--- config.mk ---
export PLATFORM = sky130hd
export DESIGN_NAME = bcrf_result_flags
export DESIGN_NICKNAME = d
export VERILOG_FILES = /design/src/include/bcrf_pkg.sv /design/src/rtl/bcrf_result_flags.sv /design/src/rtl/bcrf_status_mask.sv
export SDC_FILE = /design/constraint.sdc
export NUM_CORES = 1
export LEC_CHECK = 0
export ABC_AREA = 1
export BUFFER_PORTS_ARGS = -buffer_cell sky130_fd_sc_hd__buf_2
export CORE_MARGIN = 2
export CORE_UTILIZATION = 27
export CTS_CLUSTER_SIZE = 25
export DETAILED_ROUTE_END_ITERATION = 12
export PLACE_DENSITY = 0.76
export SETUP_SLACK_MARGIN = 0.2
export SLEW_MARGIN = 10
export SYNTH_ARGS = -nofsm -noshare
export SYNTH_HDL_FRONTEND = slang
export SYNTH_HIERARCHICAL = 1
export SYNTH_SLANG_ARGS = --single-unit
--- constraint.sdc ---
create_clock -name clk_in -period 0.8 [get_ports clk_in]
set_input_delay 0.08 -clock clk_in [delete_from_list [all_inputs] [get_ports clk_in]]
set_output_delay 0.08 -clock clk_in [all_outputs]
set_load 0.02 [all_outputs]
--- src/include/bcrf_pkg.sv ---
// Constants shared by the bus controller message result flag logic
`default_nettype none

package bcrf_pkg;

    // ==========================================================
    // Word widths
    localparam int WORD_W = 16;
    localparam int ADDR_W = 6;
    localparam int TYPE_W = 3;

    // ==========================================================
    // Condition register bit positions of the result flags
    localparam int COND_BAD_MESSAGE_BIT = 12;
    localparam int COND_MASKED_STATUS_BIT = 11;
    localparam int COND_GOOD_TRANSFER_BIT = 10;
    localparam int COND_FORMAT_ERROR_BIT = 9;

    // ==========================================================
    // Control word and received status word fields
    localparam int MASK_HI_BIT = 14;
    localparam int MASK_LO_BIT = 9;
    localparam int CW_RESERVED_MASK_BIT = 9;
    localparam int CW_BCR_MASK_BIT = 0;
    localparam int STS_RESERVED_HI_BIT = 7;
    localparam int STS_RESERVED_LO_BIT = 5;
    localparam int STS_BCR_BIT = 4;
    localparam int STS_ADDR_HI_BIT = 15;
    localparam int STS_ADDR_LO_BIT = 10;

    // ==========================================================
    // Controller configuration: broadcast mask enable position
    localparam logic [15:0] CFG_OFFSET = 16'h0032;
    localparam int CFG_BCR_MASK_EN_BIT = 0;

    // ==========================================================
    // Reset values of the flags
    localparam logic FLAG_RESET = 1'h0;

    // ==========================================================
    // Message type codes on msg_type_in
    localparam logic [TYPE_W-1:0] MSG_BC_TO_RT = 3'h0;
    localparam logic [TYPE_W-1:0] MSG_RT_TO_BC = 3'h1;
    localparam logic [TYPE_W-1:0] MSG_RT_TO_RT = 3'h2;
    localparam logic [TYPE_W-1:0] MSG_MODE_TX_DATA = 3'h3;
    localparam logic [TYPE_W-1:0] MSG_MODE_RX_DATA = 3'h4;
    localparam logic [TYPE_W-1:0] MSG_MODE_NO_DATA = 3'h5;

endpackage : bcrf_pkg

`default_nettype wire

--- src/rtl/bcrf_result_flags.sv ---
// Result flags of the bus controller condition register, updated per message
`default_nettype none

// What this block does
// - Unmasked status bits 14-9 set masked flag
// - Unmasked reserved status bits set masked flag
// - Enabled broadcast bit mismatch sets masked flag
// - Error-free transmit-data messages set good flag
// - Any transmit-side error clears good flag
// - Receive and no-data messages leave good clear
// - Terminal-to-terminal receive fault: error and good
// - Loop-back result never touches good flag
// - Word validation violations set format error
// - Wrong responder address also sets format error
// - Format, loop-back or no-response set bad
module bcrf_result_flags
(
    input wire logic clk_in,
    input wire logic rst_in,
    input wire logic msg_done_in,
    input wire logic [2:0] msg_type_in,
    input wire logic [15:0] control_word_in,
    input wire logic [15:0] status_word_in,
    input wire logic status_valid_in,
    input wire logic [5:0] cmd_addr_in,
    input wire logic bcr_mask_enable_in,
    input wire logic word_error_in,
    input wire logic rx_portion_error_in,
    input wire logic no_response_in,
    input wire logic loopback_fail_in,
    output logic masked_status_flag_out,
    output logic good_transfer_flag_out,
    output logic format_error_flag_out,
    output logic bad_message_flag_out,
    output logic error_flag_out
);

    logic mask_hit;
    logic addr_mismatch;
    logic transmit_kind;
    logic next_masked;
    logic next_good;
    logic next_format;
    logic next_bad;
    logic next_error;

    // ==========================================================
    // Status word evaluation
    bcrf_status_mask u_mask
    (
        .status_word_in(status_word_in),
        .control_word_in(control_word_in),
        .bcr_mask_enable_in(bcr_mask_enable_in),
        .hit_out(mask_hit)
    );

    // Only a status word actually received can carry a wrong address
    assign addr_mismatch = status_valid_in
        & (status_word_in[bcrf_pkg::STS_ADDR_HI_BIT:bcrf_pkg::STS_ADDR_LO_BIT] != cmd_addr_in);

    // ==========================================================
    // Message kinds that move data from a terminal
    function automatic logic is_transmit_kind(input logic [2:0] kind);
        is_transmit_kind = (kind == bcrf_pkg::MSG_RT_TO_BC)
            || (kind == bcrf_pkg::MSG_RT_TO_RT)
            || (kind == bcrf_pkg::MSG_MODE_TX_DATA);
    endfunction : is_transmit_kind

    assign transmit_kind = is_transmit_kind(msg_type_in);

    // ==========================================================
    // Next flag values at message end
    always_comb
    begin
        next_masked = status_valid_in & mask_hit;
        next_format = word_error_in | rx_portion_error_in | addr_mismatch;
        next_bad = next_format | loopback_fail_in | no_response_in;
        next_error = next_bad;
        // Receiving side fault and loop-back are left out on purpose
        next_good = transmit_kind
            & ~word_error_in & ~addr_mismatch & ~no_response_in;
    end

    // ==========================================================
    // Flag registers: host has no write path into them
    always_ff @(posedge clk_in)
    begin
        if (rst_in)
        begin
            masked_status_flag_out <= bcrf_pkg::FLAG_RESET;
            good_transfer_flag_out <= bcrf_pkg::FLAG_RESET;
            format_error_flag_out <= bcrf_pkg::FLAG_RESET;
            bad_message_flag_out <= bcrf_pkg::FLAG_RESET;
            error_flag_out <= bcrf_pkg::FLAG_RESET;
        end
        else if (msg_done_in)
        begin
            masked_status_flag_out <= next_masked;
            good_transfer_flag_out <= next_good;
            format_error_flag_out <= next_format;
            bad_message_flag_out <= next_bad;
            error_flag_out <= next_error;
        end
    end

    // ==========================================================
    // Checks
    a_mask_bits_set: assert property (@(posedge clk_in) disable iff (rst_in)
        msg_done_in && status_valid_in
        && (|(status_word_in[bcrf_pkg::MASK_HI_BIT:bcrf_pkg::MASK_LO_BIT]
        & ~control_word_in[bcrf_pkg::MASK_HI_BIT:bcrf_pkg::MASK_LO_BIT]))
        |=> masked_status_flag_out)
        else $error("unmasked status bit did not set masked flag");

    a_reserved_set: assert property (@(posedge clk_in) disable iff (rst_in)
        msg_done_in && status_valid_in && !control_word_in[bcrf_pkg::CW_RESERVED_MASK_BIT]
        && (|status_word_in[bcrf_pkg::STS_RESERVED_HI_BIT:bcrf_pkg::STS_RESERVED_LO_BIT])
        |=> masked_status_flag_out)
        else $error("reserved status bit did not set masked flag");

    a_bcr_mismatch: assert property (@(posedge clk_in) disable iff (rst_in)
        msg_done_in && status_valid_in && bcr_mask_enable_in
        && (control_word_in[bcrf_pkg::CW_BCR_MASK_BIT] != status_word_in[bcrf_pkg::STS_BCR_BIT])
        |=> masked_status_flag_out)
        else $error("broadcast mismatch did not set masked flag");

    a_mask_quiet: assert property (@(posedge clk_in) disable iff (rst_in)
        msg_done_in && status_valid_in && !bcr_mask_enable_in
        && !(|(status_word_in[bcrf_pkg::MASK_HI_BIT:bcrf_pkg::MASK_LO_BIT]
        & ~control_word_in[bcrf_pkg::MASK_HI_BIT:bcrf_pkg::MASK_LO_BIT]))
        && (control_word_in[bcrf_pkg::CW_RESERVED_MASK_BIT]
        || !(|status_word_in[bcrf_pkg::STS_RESERVED_HI_BIT:bcrf_pkg::STS_RESERVED_LO_BIT]))
        |=> !masked_status_flag_out)
        else $error("masked flag set with all status bits masked");

    a_good_set: assert property (@(posedge clk_in) disable iff (rst_in)
        msg_done_in && is_transmit_kind(msg_type_in)
        && !word_error_in && !no_response_in && !addr_mismatch
        |=> good_transfer_flag_out)
        else $error("error-free transmit message did not set good flag");

    a_good_clear: assert property (@(posedge clk_in) disable iff (rst_in)
        msg_done_in && (word_error_in || no_response_in || addr_mismatch)
        |=> !good_transfer_flag_out && bad_message_flag_out)
        else $error("good flag survived a message error");

    a_good_kinds: assert property (@(posedge clk_in) disable iff (rst_in)
        msg_done_in && (msg_type_in == bcrf_pkg::MSG_BC_TO_RT
        || msg_type_in == bcrf_pkg::MSG_MODE_RX_DATA
        || msg_type_in == bcrf_pkg::MSG_MODE_NO_DATA)
        |=> !good_transfer_flag_out)
        else $error("good flag set for a receive or no-data message");

    a_rtrt_both: assert property (@(posedge clk_in) disable iff (rst_in)
        msg_done_in && msg_type_in == bcrf_pkg::MSG_RT_TO_RT && rx_portion_error_in
        && !word_error_in && !no_response_in && !addr_mismatch
        |=> good_transfer_flag_out && error_flag_out)
        else $error("receiving fault did not show both error and good");

    a_loop_ignored: assert property (@(posedge clk_in) disable iff (rst_in)
        msg_done_in && loopback_fail_in && is_transmit_kind(msg_type_in)
        && !word_error_in && !no_response_in && !addr_mismatch
        |=> good_transfer_flag_out && bad_message_flag_out)
        else $error("loop-back failure changed the good flag");

    a_format_set: assert property (@(posedge clk_in) disable iff (rst_in)
        msg_done_in |=> format_error_flag_out == $past(word_error_in | rx_portion_error_in
        | addr_mismatch))
        else $error("format flag does not follow validation result");

    a_addr_format: assert property (@(posedge clk_in) disable iff (rst_in)
        msg_done_in && status_valid_in
        && (status_word_in[bcrf_pkg::STS_ADDR_HI_BIT:bcrf_pkg::STS_ADDR_LO_BIT] != cmd_addr_in)
        |=> format_error_flag_out && !good_transfer_flag_out)
        else $error("wrong responder address not flagged");

    a_bad_message: assert property (@(posedge clk_in) disable iff (rst_in)
        msg_done_in |=> bad_message_flag_out
        == ($past(loopback_fail_in) || $past(no_response_in) || format_error_flag_out))
        else $error("bad message flag wrong");

    a_flags_hold: assert property (@(posedge clk_in) disable iff (rst_in)
        !msg_done_in |=> $stable({masked_status_flag_out, good_transfer_flag_out,
        format_error_flag_out, bad_message_flag_out, error_flag_out}))
        else $error("flags changed without a message end");

    a_reset_clear: assert property (@(posedge clk_in)
        rst_in |=> !masked_status_flag_out && !good_transfer_flag_out
        && !format_error_flag_out && !bad_message_flag_out && !error_flag_out)
        else $error("flags not cleared by reset");

    // A message without a status word must not leave a stale masked result
    a_status_gate: assert property (@(posedge clk_in) disable iff (rst_in)
        msg_done_in && !status_valid_in
        |=> !masked_status_flag_out)
        else $error("masked flag set without a status word");

    a_rx_format: assert property (@(posedge clk_in) disable iff (rst_in)
        msg_done_in && rx_portion_error_in
        |=> format_error_flag_out && error_flag_out)
        else $error("receiving fault did not raise the error flags");

    a_noresp_bad: assert property (@(posedge clk_in) disable iff (rst_in)
        msg_done_in && no_response_in
        |=> bad_message_flag_out && !good_transfer_flag_out)
        else $error("missing response not reported as bad");

    a_loop_bad: assert property (@(posedge clk_in) disable iff (rst_in)
        msg_done_in && loopback_fail_in
        |=> bad_message_flag_out && error_flag_out)
        else $error("loop-back failure not reported as bad");

    a_error_bad: assert property (@(posedge clk_in) disable iff (rst_in)
        error_flag_out == bad_message_flag_out)
        else $error("error flag differs from bad message flag");

    // First cycle after release with no message must keep the cleared flags
    a_release_quiet: assert property (@(posedge clk_in) disable iff (rst_in)
        $fell(rst_in) && !msg_done_in
        |=> !masked_status_flag_out && !good_transfer_flag_out
        && !format_error_flag_out && !bad_message_flag_out)
        else $error("flags changed right after reset release");

endmodule : bcrf_result_flags

`default_nettype wire

--- src/rtl/bcrf_status_mask.sv ---
// Masked status evaluation of one received status word
`default_nettype none

module bcrf_status_mask
(
    input wire logic [15:0] status_word_in,
    input wire logic [15:0] control_word_in,
    input wire logic bcr_mask_enable_in,
    output logic hit_out
);

    logic [bcrf_pkg::MASK_HI_BIT:bcrf_pkg::MASK_LO_BIT] unmasked;
    logic reserved_hit;
    logic bcr_hit;

    // ==========================================================
    // Status bits that the control word leaves unmasked
    genvar i;
    generate
        for (i = bcrf_pkg::MASK_LO_BIT; i <= bcrf_pkg::MASK_HI_BIT; i++)
        begin : g_mask
            assign unmasked[i] = status_word_in[i] & ~control_word_in[i];
        end
    endgenerate

    assign reserved_hit = ~control_word_in[bcrf_pkg::CW_RESERVED_MASK_BIT]
        & (|status_word_in[bcrf_pkg::STS_RESERVED_HI_BIT:bcrf_pkg::STS_RESERVED_LO_BIT]);

    // Mismatch of the two broadcast bits only counts when enabled
    assign bcr_hit = bcr_mask_enable_in
        & (control_word_in[bcrf_pkg::CW_BCR_MASK_BIT] ^ status_word_in[bcrf_pkg::STS_BCR_BIT]);

    assign hit_out = (|unmasked) | reserved_hit | bcr_hit;

endmodule : bcrf_status_mask

`default_nettype wire
== Yosys cells after proc, flatten, opt, wreduce, memory -nomap -nowiden ==
Cells that the tools add are included.

* Equality and inequality tests: 4
* Bitwise logic cells: 29
* Reductions and logical operators: 4

{| class="wikitable"
|+ Operators with widths
! cell !! count
|-
| $and A1 B1 Y1 || 13
|-
| $not A1 Y1 || 9
|-
| $eq A3 B2 Y1 const B || 2
|-
| $ne A6 B6 Y1 || 1
|-
| $or A1 B1 Y1 || 6
|-
| $reduce_or A6 Y1 || 1
|-
| $eq A3 B1 Y1 const B || 1
|-
| $reduce_or A3 Y1 || 1
|-
| $logic_or A1 B1 Y1 || 2
|-
| $xor A1 B1 Y1 || 1
|}

* Register bits after elaboration: 4
* Output and inout bits: 5
* Word-level logic and storage cells: 41

== Logic depth before layout (Yosys ltp) ==
Gate-level depths: netlist of run 1.

* Word-level depth: 6
* Depth in mapped cells: 9
* Mapped depth without buffers: 9

== By module ==
The synthesis of run 1 kept the hierarchy.

{| class="wikitable"
|+ By module, submodules not included
! module !! instances !! cells each !! area an instance (µm²) !! seq. area each (µm²)
|-
| bcrf_result_flags || 1 || 60 || 319.1 || 80.1
|-
| bcrf_status_mask || 1 || 25 || 97.6 || 0.0
|}

== Worst setup path before layout of run 1 ==
No wires, ideal clock.

* Kind: register -> register
* Start: register error_flag_out (netlist name)
* End: register error_flag_out
* Library setup time: 0.056 ns
* Arrival: 0.670 ns
* Required time: 0.744 ns
* Setup slack: 0.075 ns
* Stages on the path, launching flop included: 5
* Period minus slack after synthesis: 0.725 ns
* Cell sequence: dfxtp_1 nor2_1 nor2_1 nand2_1 inv_1

{| class="wikitable"
|+ RTL lines
! element !! RTL line !! source
|-
| end signal: assignment || bcrf_result_flags.sv:94 || <nowiki>error_flag_out <= bcrf_pkg::FLAG_RESET;</nowiki>
|-
| end signal: assignment || bcrf_result_flags.sv:102 || <nowiki>error_flag_out <= next_error;</nowiki>
|-
| end: declaration || bcrf_result_flags.sv:35 || <nowiki>output logic error_flag_out</nowiki>
|}

== Final worst setup path of run 1 ==
* Start: register error_flag_out
* End: output port error_flag_out

No word-level cell between the ends.

==> flow_metrics.env, run 1 <==
export IMPL_synth_top_area_share_pct=28.8
export IMPL_critPathTopFamily="flip-flops"
export IMPL_netlist_cell_type_count=13
export IMPL_yosysWarnings=6
export IMPL_worstPathMaxFanout=3
export IMPL_cp_end_kind="primary output"
export IMPL_postSynthCellCount=85
export IMPL_overflow=0
export IMPL_fmax_mhz=1260
export IMPL_die_area_mm2=0.00187
export IMPL_routed_wl_um=1260
export IMPL_vias_per_cell=4.20
export IMPL_syn_nets=135
export IMPL_via_count=622
export IMPL_worst_setup_path_start_kind="register"
export IMPL_hold_path_class="input pin to register"
export IMPL_die_w_um=43.3
export IMPL_fin_crit_sh_pct=99.3
export IMPL_setup_viol=0
export IMPL_placed_area_um2=657
export IMPL_place_congestion=0.690
export IMPL_r2r_end="format_error_flag_out$_SDFFE_PP0P_"
export IMPL_layout_drive_gt1_share_pct=56.1
export IMPL_area_delta_synth_final_pct=102
export IMPL_ant_nets=0
export IMPL_slew_viol_final=0
export IMPL_yosys_area_top_type="nand2_1"
export IMPL_post_route_drc_count=0
export IMPL_ys_top_cells_by_area="nand2_1, inv_1, dfxtp_1, nor2_1, nand3_1"
export IMPL_rrSetupSlack_ns=0.07
export IMPL_core_area_mm2=0.00147
export IMPL_syn_area_um2=417
export IMPL_hold_start="rst_in"
export IMPL_layout_common_cells="buf_2, nand2_1, inv_1"
export IMPL_ir_drop_uv=672
export IMPL_drt_initial_drc_count=4
export IMPL_ys_seq_elements=4
export IMPL_dp_hpwl_um=940
export IMPL_stdcell_area_um2=840
export IMPL_p_per_area_mw_per_mm2=1000
export IMPL_worst_hold_slack_ns=0.0330
export IMPL_antenna_found_initial=0
export IMPL_cpMaxStageDelayCell="dfxtp_4"
export IMPL_portBuffers=40
export IMPL_crit_type="register to primary output"
export IMPL_grt_max_degree=4
export IMPL_start_util_pct=28.3
export IMPL_r2r_start="format_error_flag_out$_SDFFE_PP0P_"
export IMPL_fin_cells=148
export IMPL_post_place_ws_ns=-0.111
export IMPL_critical_path_n_buffers_inverters=1
export IMPL_leakage_nw=0.511
export IMPL_critPathRequiredTime_ns=0.72
export IMPL_diodes=0
export IMPL_cts_htree_levels=1
export IMPL_fin_ws_ns=0.00531
export IMPL_final_net_count=183
export IMPL_cp_arrival_ns=0.71
export IMPL_grt_usage_pct=13.2
export IMPL_cts_root_buf="clkbuf_4"
export IMPL_skew_ns=0
export IMPL_cts_tree="done"
export IMPL_clk_transition_reported_paths_ns=0.04
export IMPL_max_cap_viol_count=0
export IMPL_clockBufferDepth=2
export IMPL_cts_made_buffers=3
export IMPL_wl_per_cell_um=8.54
export IMPL_ctsHoldBuffers=0
export IMPL_tightestPinTransition_ns=0.375
export IMPL_worst_hold_path_endpoint="good_transfer_flag_out$_SDFFE_PP0P_"
export IMPL_cp_cell_sequence="buf_6"
export IMPL_max_stage_delay_ns=0.35
export IMPL_status="finished, final reports clean"
export IMPL_die_h_um=43.3
export IMPL_clock_sinks=4
export IMPL_dp_cells=142
export IMPL_rows=14
export IMPL_timing_hold_violations_final=0
export IMPL_relSlewSlack_pct=74.8
export IMPL_grt_pass1_vias=568
export IMPL_io_pins=55
export IMPL_clk_latency_ns=0.24
export IMPL_dr_pass1_iters=2
export IMPL_layout_commonest_cell="buf_2"
export IMPL_reg2reg_depth=3
export IMPL_synth_seq_area_share_pct=19.2
export IMPL_final_core_util_pct=57.1
export IMPL_grt_first_pass_wirelength_um=1930
export IMPL_min_path_cells=2
export IMPL_syn_area_per_cell_um2=4.90
export IMPL_rsz0062_at_grt="yes"
export IMPL_finalCriticalPeriod_ns=0.795
[registers in the layout, summed over array words and instances, names as in the netlist]
name	count
masked_status_flag_out	1
error_flag_out	1
format_error_flag_out	1
good_transfer_flag_out	1
[cells by family (layout without fill, tap and decap cells)]
group | count (synthesis) | in the layout | share of synthesized area (%)
flip-flops | 4 | 4 | 19.2
buffers and inverters | 25 | 72 | 23.4
AND/OR/NAND/NOR | 50 | 50 | 49.3
AO/OA/AOI/OAI | 6 | 6 | 8.11
[routing by layer]
metal	GRT usage [%]	wire length [µm]
met1	14.1	437
met2	24.2	770
met5	0	0
met3	1.28	56
met4	8.48	0
[synthesized netlist by cell type]
library cell  instances
dfxtp_1               4
nand2_1              32
o21ai_0               3
nor3_1                1
a21oi_1               2
nor2_1               11
inv_1                23
nand3_1               4
nor4_2                1
a21oi_2               1
inv_2                 1
buf_4                 1
or2_1                 1
[through the flow]
stage                     power, mW  setup TNS [ns]
after global routing          0.899         -0.0105
final                         0.841               0
after CTS                     0.801        -0.00705
after floorplan               0.345               0
after global placement        0.468          -0.178
after detailed placement      0.475          -0.234
[how the worst max path moves through the flow]
stage               cells past startpoint  slack (ns)                          end                        start
floorplan                               9        0.12  error_flag_out$_SDFFE_PP0P_               cmd_addr_in[0]
global placement                       10       -0.09  error_flag_out$_SDFFE_PP0P_           status_word_in[10]
detailed placement                     10       -0.11  error_flag_out$_SDFFE_PP0P_           status_word_in[14]
CTS                                     1      -0.004               error_flag_out  error_flag_out$_SDFFE_PP0P_
global route                            1      -0.006               error_flag_out  error_flag_out$_SDFFE_PP0P_
finish                                  1       0.005               error_flag_out  error_flag_out$_SDFFE_PP0P_
[layout make-up]
type | count | area (µm²)
well taps | 16 | 20.0
clock buffers | 4 | 26.3
fillers | 152 | 632
repair buffers | 44 | 335
inverters | 24 | 90.1
flip-flops and latches | 4 | 87.6
multi-input cells | 56 | 280
[timing repair]
action,CTS,global route
resized for setup,15,26
pin swaps,4,18
setup endpoints to repair,8,9
buffers inserted,0,2
[worst reg2reg max path: cells and delay by family, from the launching register on]
family,cells,cell delay (ns)
flip-flops,1,0.32
AO/OA/AOI/OAI,2,0.17
buffers and inverters,1,0.11
[power breakdown]
part / switching (mW) / total (mW) / internal, mW / leakage [nW]
Clock: 0.0919 / 0.280 / 0.188 / 0.0150
Combinational: 0.148 / 0.336 / 0.189 / 0.462
Sequential: 0.0116 / 0.225 / 0.214 / 0.0347
Power figures use the tool's default switching activity.
==> run 2, diff against run 1 <==
--- a/config.mk
+++ b/config.mk
@@ -8,10 +8,10 @@
 export ABC_AREA = 1
 export BUFFER_PORTS_ARGS = -buffer_cell sky130_fd_sc_hd__buf_2
 export CORE_MARGIN = 2
-export CORE_UTILIZATION = 27
+export CORE_UTILIZATION = 30
 export CTS_CLUSTER_SIZE = 25
 export DETAILED_ROUTE_END_ITERATION = 12
-export PLACE_DENSITY = 0.76
+export PLACE_DENSITY = 0.79
 export SETUP_SLACK_MARGIN = 0.2
 export SLEW_MARGIN = 10
 export SYNTH_ARGS = -nofsm -noshare
==> constraint.sdc (replaced) <==
create_clock -name clk_in -period 0.9 [get_ports clk_in]
set_input_delay 0.09 -clock clk_in [delete_from_list [all_inputs] [get_ports clk_in]]
set_output_delay 0.09 -clock clk_in [all_outputs]
set_load 0.02 [all_outputs]
==> flow_metrics.env, run 2 (synthesis results as in run 1) <==
export IMPL_status="finished, final reports clean"
export IMPL_power_frac_comb_pct=37.2
export IMPL_worst_hold_slack_ns=0.0513
export IMPL_post_route_drc_count=0
export IMPL_max_cap_viol_count=0
export IMPL_cpMaxStageDelayCell="dfxtp_4"
export IMPL_dr_pass1_iters=4
export IMPL_cts_made_buffers=3
export IMPL_antenna_found_initial=0
export IMPL_layout_common_cells="buf_2, nand2_1, inv_1"
export IMPL_p_clk_share_pct=32.1
export IMPL_grt_first_pass_wirelength_um=1460
export IMPL_r2r_end="error_flag_out$_SDFFE_PP0P_"
export IMPL_grt_pass1_vias=425
export IMPL_reg2reg_depth=4
export IMPL_post_cts_buffers=0
export IMPL_die_w_um=41.3
export IMPL_p_seq_share_pct=30.6
export IMPL_die_h_um=41.3
export IMPL_portBuffers=40
export IMPL_skew_ns=0
export IMPL_worstPathMaxFanout=3
export IMPL_ant_nets=0
export IMPL_diodes=0
export IMPL_layout_commonest_cell="buf_2"
export IMPL_wl_per_cell_um=7.42
export IMPL_p_per_area_mw_per_mm2=904
export IMPL_register_area_um2=87.6
export IMPL_vias_per_cell=4.06
export IMPL_multiInputGateArea_um2=244
export IMPL_grt_max_degree=5
export IMPL_critPathRequiredTime_ns=0.81
export IMPL_rsz0062_at_grt="yes"
export IMPL_fmax_mhz=1270
export IMPL_core_area_mm2=0.00130
export IMPL_die_area_mm2=0.00170
export IMPL_place_congestion=0.615
export IMPL_cts_htree_levels=1
export IMPL_startpoint="error_flag_out$_SDFFE_PP0P_"
export IMPL_start_util_pct=32.0
export IMPL_max_stage_delay_ns=0.34
export IMPL_timing_hold_violations_final=0
export IMPL_cp_num_cells=1
export IMPL_overflow=0
export IMPL_switchingPower_mw=0.181
export IMPL_final_net_count=179
export IMPL_io_pins=55
export IMPL_cts_root_buf="clkbuf_4"
export IMPL_drt_initial_drc_count=7
export IMPL_clock_sinks=4
export IMPL_critical_path_n_buffers_inverters=1
export IMPL_area_delta_synth_final_pct=72.7
export IMPL_hold_path_class="input pin to register"
export IMPL_fin_crit_sh_pct=87.4
export IMPL_ir_drop_uv=658
export IMPL_routed_wl_um=1050
export IMPL_via_count=576
export IMPL_swShare_pct=27.9
export IMPL_layout_drive_gt1_share_pct=40.9
export IMPL_rows=13
export IMPL_crit_path_end="error_flag_out"
export IMPL_finalCriticalPeriod_ns=0.787
export IMPL_ctsHoldBuffers=0
export IMPL_cp_end_kind="primary output"
export IMPL_worst_setup_path_start_kind="register"
export IMPL_grt_usage_pct=13.0
export IMPL_cp_arrival_ns=0.70
export IMPL_critPathTopFamily="flip-flops"
export IMPL_n_fill_cell=137
export IMPL_r2r_start="error_flag_out$_SDFFE_PP0P_"
export IMPL_rrSetupSlack_ns=0.20
export IMPL_cp_cell_sequence="buf_6"
export IMPL_tightestPinTransition_ns=0.239
export IMPL_fin_tns_setup_ns=0
export IMPL_relSlewSlack_pct=84.0
export IMPL_crit_type="register to primary output"
export IMPL_clk_transition_reported_paths_ns=0.03
export IMPL_dp_hpwl_um=918
export IMPL_clockBufferDepth=2
export IMPL_clk_latency_ns=0.22
export IMPL_slew_viol_final=0
export IMPL_cts_tree="done"
export IMPL_setup_viol=0
export IMPL_leakage_nw=0.477
export IMPL_intPower_mw=0.469
==> run 2: area by class of cell <==
cell class	count	share of cell area, %
Sequential cell	4	12.2
Clock buffer	3	3.13
Inverter	24	12.5
Tap cell	15	2.61
Timing Repair Buffer	40	35.7
Multi-Input combinational cell	56	33.9
==> run 2: layer usage <==
metal  global-route usage (%)  vias to the layer above  routed length [µm]
li1                         -                      330                   -
met1                     14.8                      230                 404
met2                     24.2                       16                 603
met3                     1.63                        0                  45
met4                     4.84                        0                   0
met5                        0                        -                   0
==> run 2: per-stage QoR <==
stage	cells	setup slack, ns	total power [mW]	util, %	instance area (µm²)
6_report	142	0.113	0.650	55.3	719
4_1_cts	142	0.114	0.648	52.4	682
5_1_grt	142	0.0812	0.720	55.3	719
3_5_place_dp	139	-0.0173	0.411	48.4	629
3_3_place_gp	139	-0.00982	0.405	48.4	629
2_1_floorplan	85	0.203	0.304	-	418
==> run 2: worst min path at each step <==
stage            from                                   to  slack, ns  cells after the start
5_1_grt        rst_in  good_transfer_flag_out$_SDFFE_PP0P_       0.04                      2
6_report       rst_in  good_transfer_flag_out$_SDFFE_PP0P_       0.05                      2
3_3_place_gp   rst_in  good_transfer_flag_out$_SDFFE_PP0P_       0.28                      2
4_1_cts        rst_in  good_transfer_flag_out$_SDFFE_PP0P_       0.04                      2
3_5_place_dp   rst_in  good_transfer_flag_out$_SDFFE_PP0P_       0.29                      2
2_1_floorplan  rst_in  good_transfer_flag_out$_SDFFE_PP0P_       0.15                      1
==> run 2: timing repair <==
action | 4_1_cts | 5_1_grt
pin swaps | 0 | 1
gates resized for setup | 11 | 10
endpoints found under the setup margin | 5 | 8
==> run 2: power by group through the flow <==
stage	sequential, mW	combinational (mW)	clock, mW
final	0.199	0.242	0.209
after floorplan	0.211	0.0930	0
after global routing	0.200	0.275	0.246
after global placement	0.197	0.208	0
after detailed placement	0.197	0.213	0
after CTS	0.198	0.228	0.222
==> run 3, diff against run 2 <==
--- a/config.mk
+++ b/config.mk
@@ -12,9 +12,8 @@
 export CTS_CLUSTER_SIZE = 25
 export DETAILED_ROUTE_END_ITERATION = 12
 export PLACE_DENSITY = 0.79
-export SETUP_SLACK_MARGIN = 0.2
+export SETUP_SLACK_MARGIN = 0.3
 export SLEW_MARGIN = 10
 export SYNTH_ARGS = -nofsm -noshare
 export SYNTH_HDL_FRONTEND = slang
-export SYNTH_HIERARCHICAL = 1
 export SYNTH_SLANG_ARGS = --single-unit
==> flow_metrics.env, run 3 <==
export IMPL_drt_initial_drc_count=11
export IMPL_die_w_um=41.3
export IMPL_postSynthCellCount=78
export IMPL_crit_type="register to primary output"
export IMPL_grt_pass1_vias=538
export IMPL_antenna_found_initial=0
export IMPL_syn_nets=128
export IMPL_ir_drop_uv=740
export IMPL_post_route_drc_count=0
export IMPL_area_delta_synth_final_pct=93.1
export IMPL_die_area_mm2=0.00170
export IMPL_n_fill_cell=142
export IMPL_wl_per_cell_um=9.51
export IMPL_placed_area_um2=666
export IMPL_synth_most_common_cell="nand2_1"
export IMPL_ctsHoldBuffers=0
export IMPL_netlist_cell_type_count=17
export IMPL_synth_top_area_share_pct=25.2
export IMPL_relSlewSlack_pct=84.3
export IMPL_clk_latency_ns=0.25
export IMPL_synth_commonest_cells="nand2_1, inv_1, nor2_1"
export IMPL_place_congestion=0.675
export IMPL_final_net_count=173
export IMPL_clk_transition_reported_paths_ns=0.04
export IMPL_cp_end_kind="primary output"
export IMPL_finalCriticalPeriod_ns=0.817
export IMPL_overflow=0
export IMPL_r2r_start="error_flag_out$_SDFFE_PP0P_"
export IMPL_status="finished, final reports clean"
export IMPL_ys_seq_elements=4
export IMPL_cpMaxStageDelayCell="dfxtp_4"
export IMPL_fmax_mhz=1220
export IMPL_layout_common_cells="buf_2, nand2_1, buf_6"
export IMPL_grt_usage_pct=17.2
export IMPL_hold_path_class="input pin to register"
export IMPL_max_cap_viol_count=0
export IMPL_stdcell_area_um2=805
export IMPL_cts_root_buf="clkbuf_4"
export IMPL_grt_max_degree=6
export IMPL_hold_start="rst_in"
export IMPL_grt_first_pass_wirelength_um=1920
export IMPL_clock_sinks=4
export IMPL_ys_top_cells_by_area="nand2_1, dfxtp_1, inv_1, nor2_1, nand3_1"
export IMPL_synth_edf_count=0
export IMPL_synth_seq_area_share_pct=19.2
export IMPL_syn_area_um2=417
export IMPL_timing_hold_violations_final=0
export IMPL_cts_tree="done"
export IMPL_dr_pass1_iters=4
export IMPL_die_h_um=41.3
export IMPL_critPathRequiredTime_ns=0.81
export IMPL_yosys_area_top_type="nand2_1"
export IMPL_worstPathMaxFanout=3
export IMPL_startpoint="error_flag_out$_SDFFE_PP0P_"
export IMPL_syn_area_per_cell_um2=5.34
export IMPL_slew_viol_final=0
export IMPL_cp_cell_sequence="buf_6"
export IMPL_synthArstFlopShare_pct=0
export IMPL_start_util_pct=32.0
export IMPL_max_stage_delay_ns=0.35
export IMPL_setup_viol=0
export IMPL_dp_hpwl_um=999
export IMPL_skew_ns=0
export IMPL_cts_htree_levels=1
export IMPL_layout_drive_gt1_share_pct=55.7
export IMPL_cp_arrival_ns=0.73
export IMPL_critPathTopFamily="flip-flops"
export IMPL_tightestPinTransition_ns=0.233
export IMPL_portBuffers=40
export IMPL_yosysWarnings=0
export IMPL_routed_wl_um=1300
export IMPL_fin_crit_sh_pct=90.8
export IMPL_cts_made_buffers=3
export IMPL_p_per_area_mw_per_mm2=936
export IMPL_fin_tns_setup_ns=0
export IMPL_layout_commonest_cell="buf_2"
export IMPL_io_pins=55
export IMPL_rows=13
export IMPL_vias_per_cell=4.42
export IMPL_post_cts_buffers=0
export IMPL_critical_path_n_buffers_inverters=1
export IMPL_ant_nets=0
export IMPL_diodes=0
export IMPL_worst_setup_path_start_kind="register"
export IMPL_final_core_util_pct=61.8
export IMPL_via_count=605
export IMPL_rsz0062_at_grt="yes"
export IMPL_synth_flop_cell="dfxtp_1"
export IMPL_core_area_mm2=0.00130
export IMPL_clockBufferDepth=2
export IMPL_leakage_nw=0.476
[run 3: final cells by class]
class                      instances  area (µm²)  area share, %
sequential                         4        87.6           10.9
timing repair buffer              41         305           37.9
inverter                          18        85.1           10.6
clock buffer                       4        26.3           3.27
multi-input combinational         55         282           35.0
tap                               15        18.8           2.33
[run 3: cell families after synthesis]
kind of cell / Yosys count / share of synthesized area, %
buf+inv: 19 / 18.0
compound gates: 5 / 8.41
simple gates: 50 / 54.4
flops: 4 / 19.2
[run 3: where the power goes]
part | internal (mW) | leakage, nW | switching (mW)
sequential | 0.190 | 0.0347 | 0.00960
clock | 0.167 | 0.0150 | 0.0911
combinational | 0.162 | 0.426 | 0.133
[run 3: stage by stage]
step	instances	power [mW]	hold WS, ns	setup WS (ns)
final	137	0.753	0.0365	0.0829
after global routing	137	0.806	0.0353	0.0670
after CTS	137	0.745	0.0251	0.0862
after detailed placement	133	0.439	0.289	-0.0496
after global placement	133	0.430	0.288	-0.0381
after floorplan	78	0.313	0.145	0.205
[run 3: repair_timing]
action / in CTS / in global routing
pin swaps: 10 / 8
setup endpoints to repair: 8 / 9
gates cloned: 0 / 0
endpoints found under the hold margin: 0 / 0
gates resized for setup: 22 / 11
[run 3: worst paths after layout]
kind	endpoint	slack, ns	cells after the start
min	good_transfer_flag_out$_SDFFE_PP0P_	0.04	2
max	bad_message_flag_out	0.08	1
max reg2reg	error_flag_out$_SDFFE_PP0P_	0.23	4
min reg2reg	good_transfer_flag_out$_SDFFE_PP0P_	0.48	2
[run 3: metal layers]
metal	global-route usage (%)	wire length, µm
met5	0	0
met4	2.42	14
met2	35.9	766
met1	16.2	429
met3	4.89	92
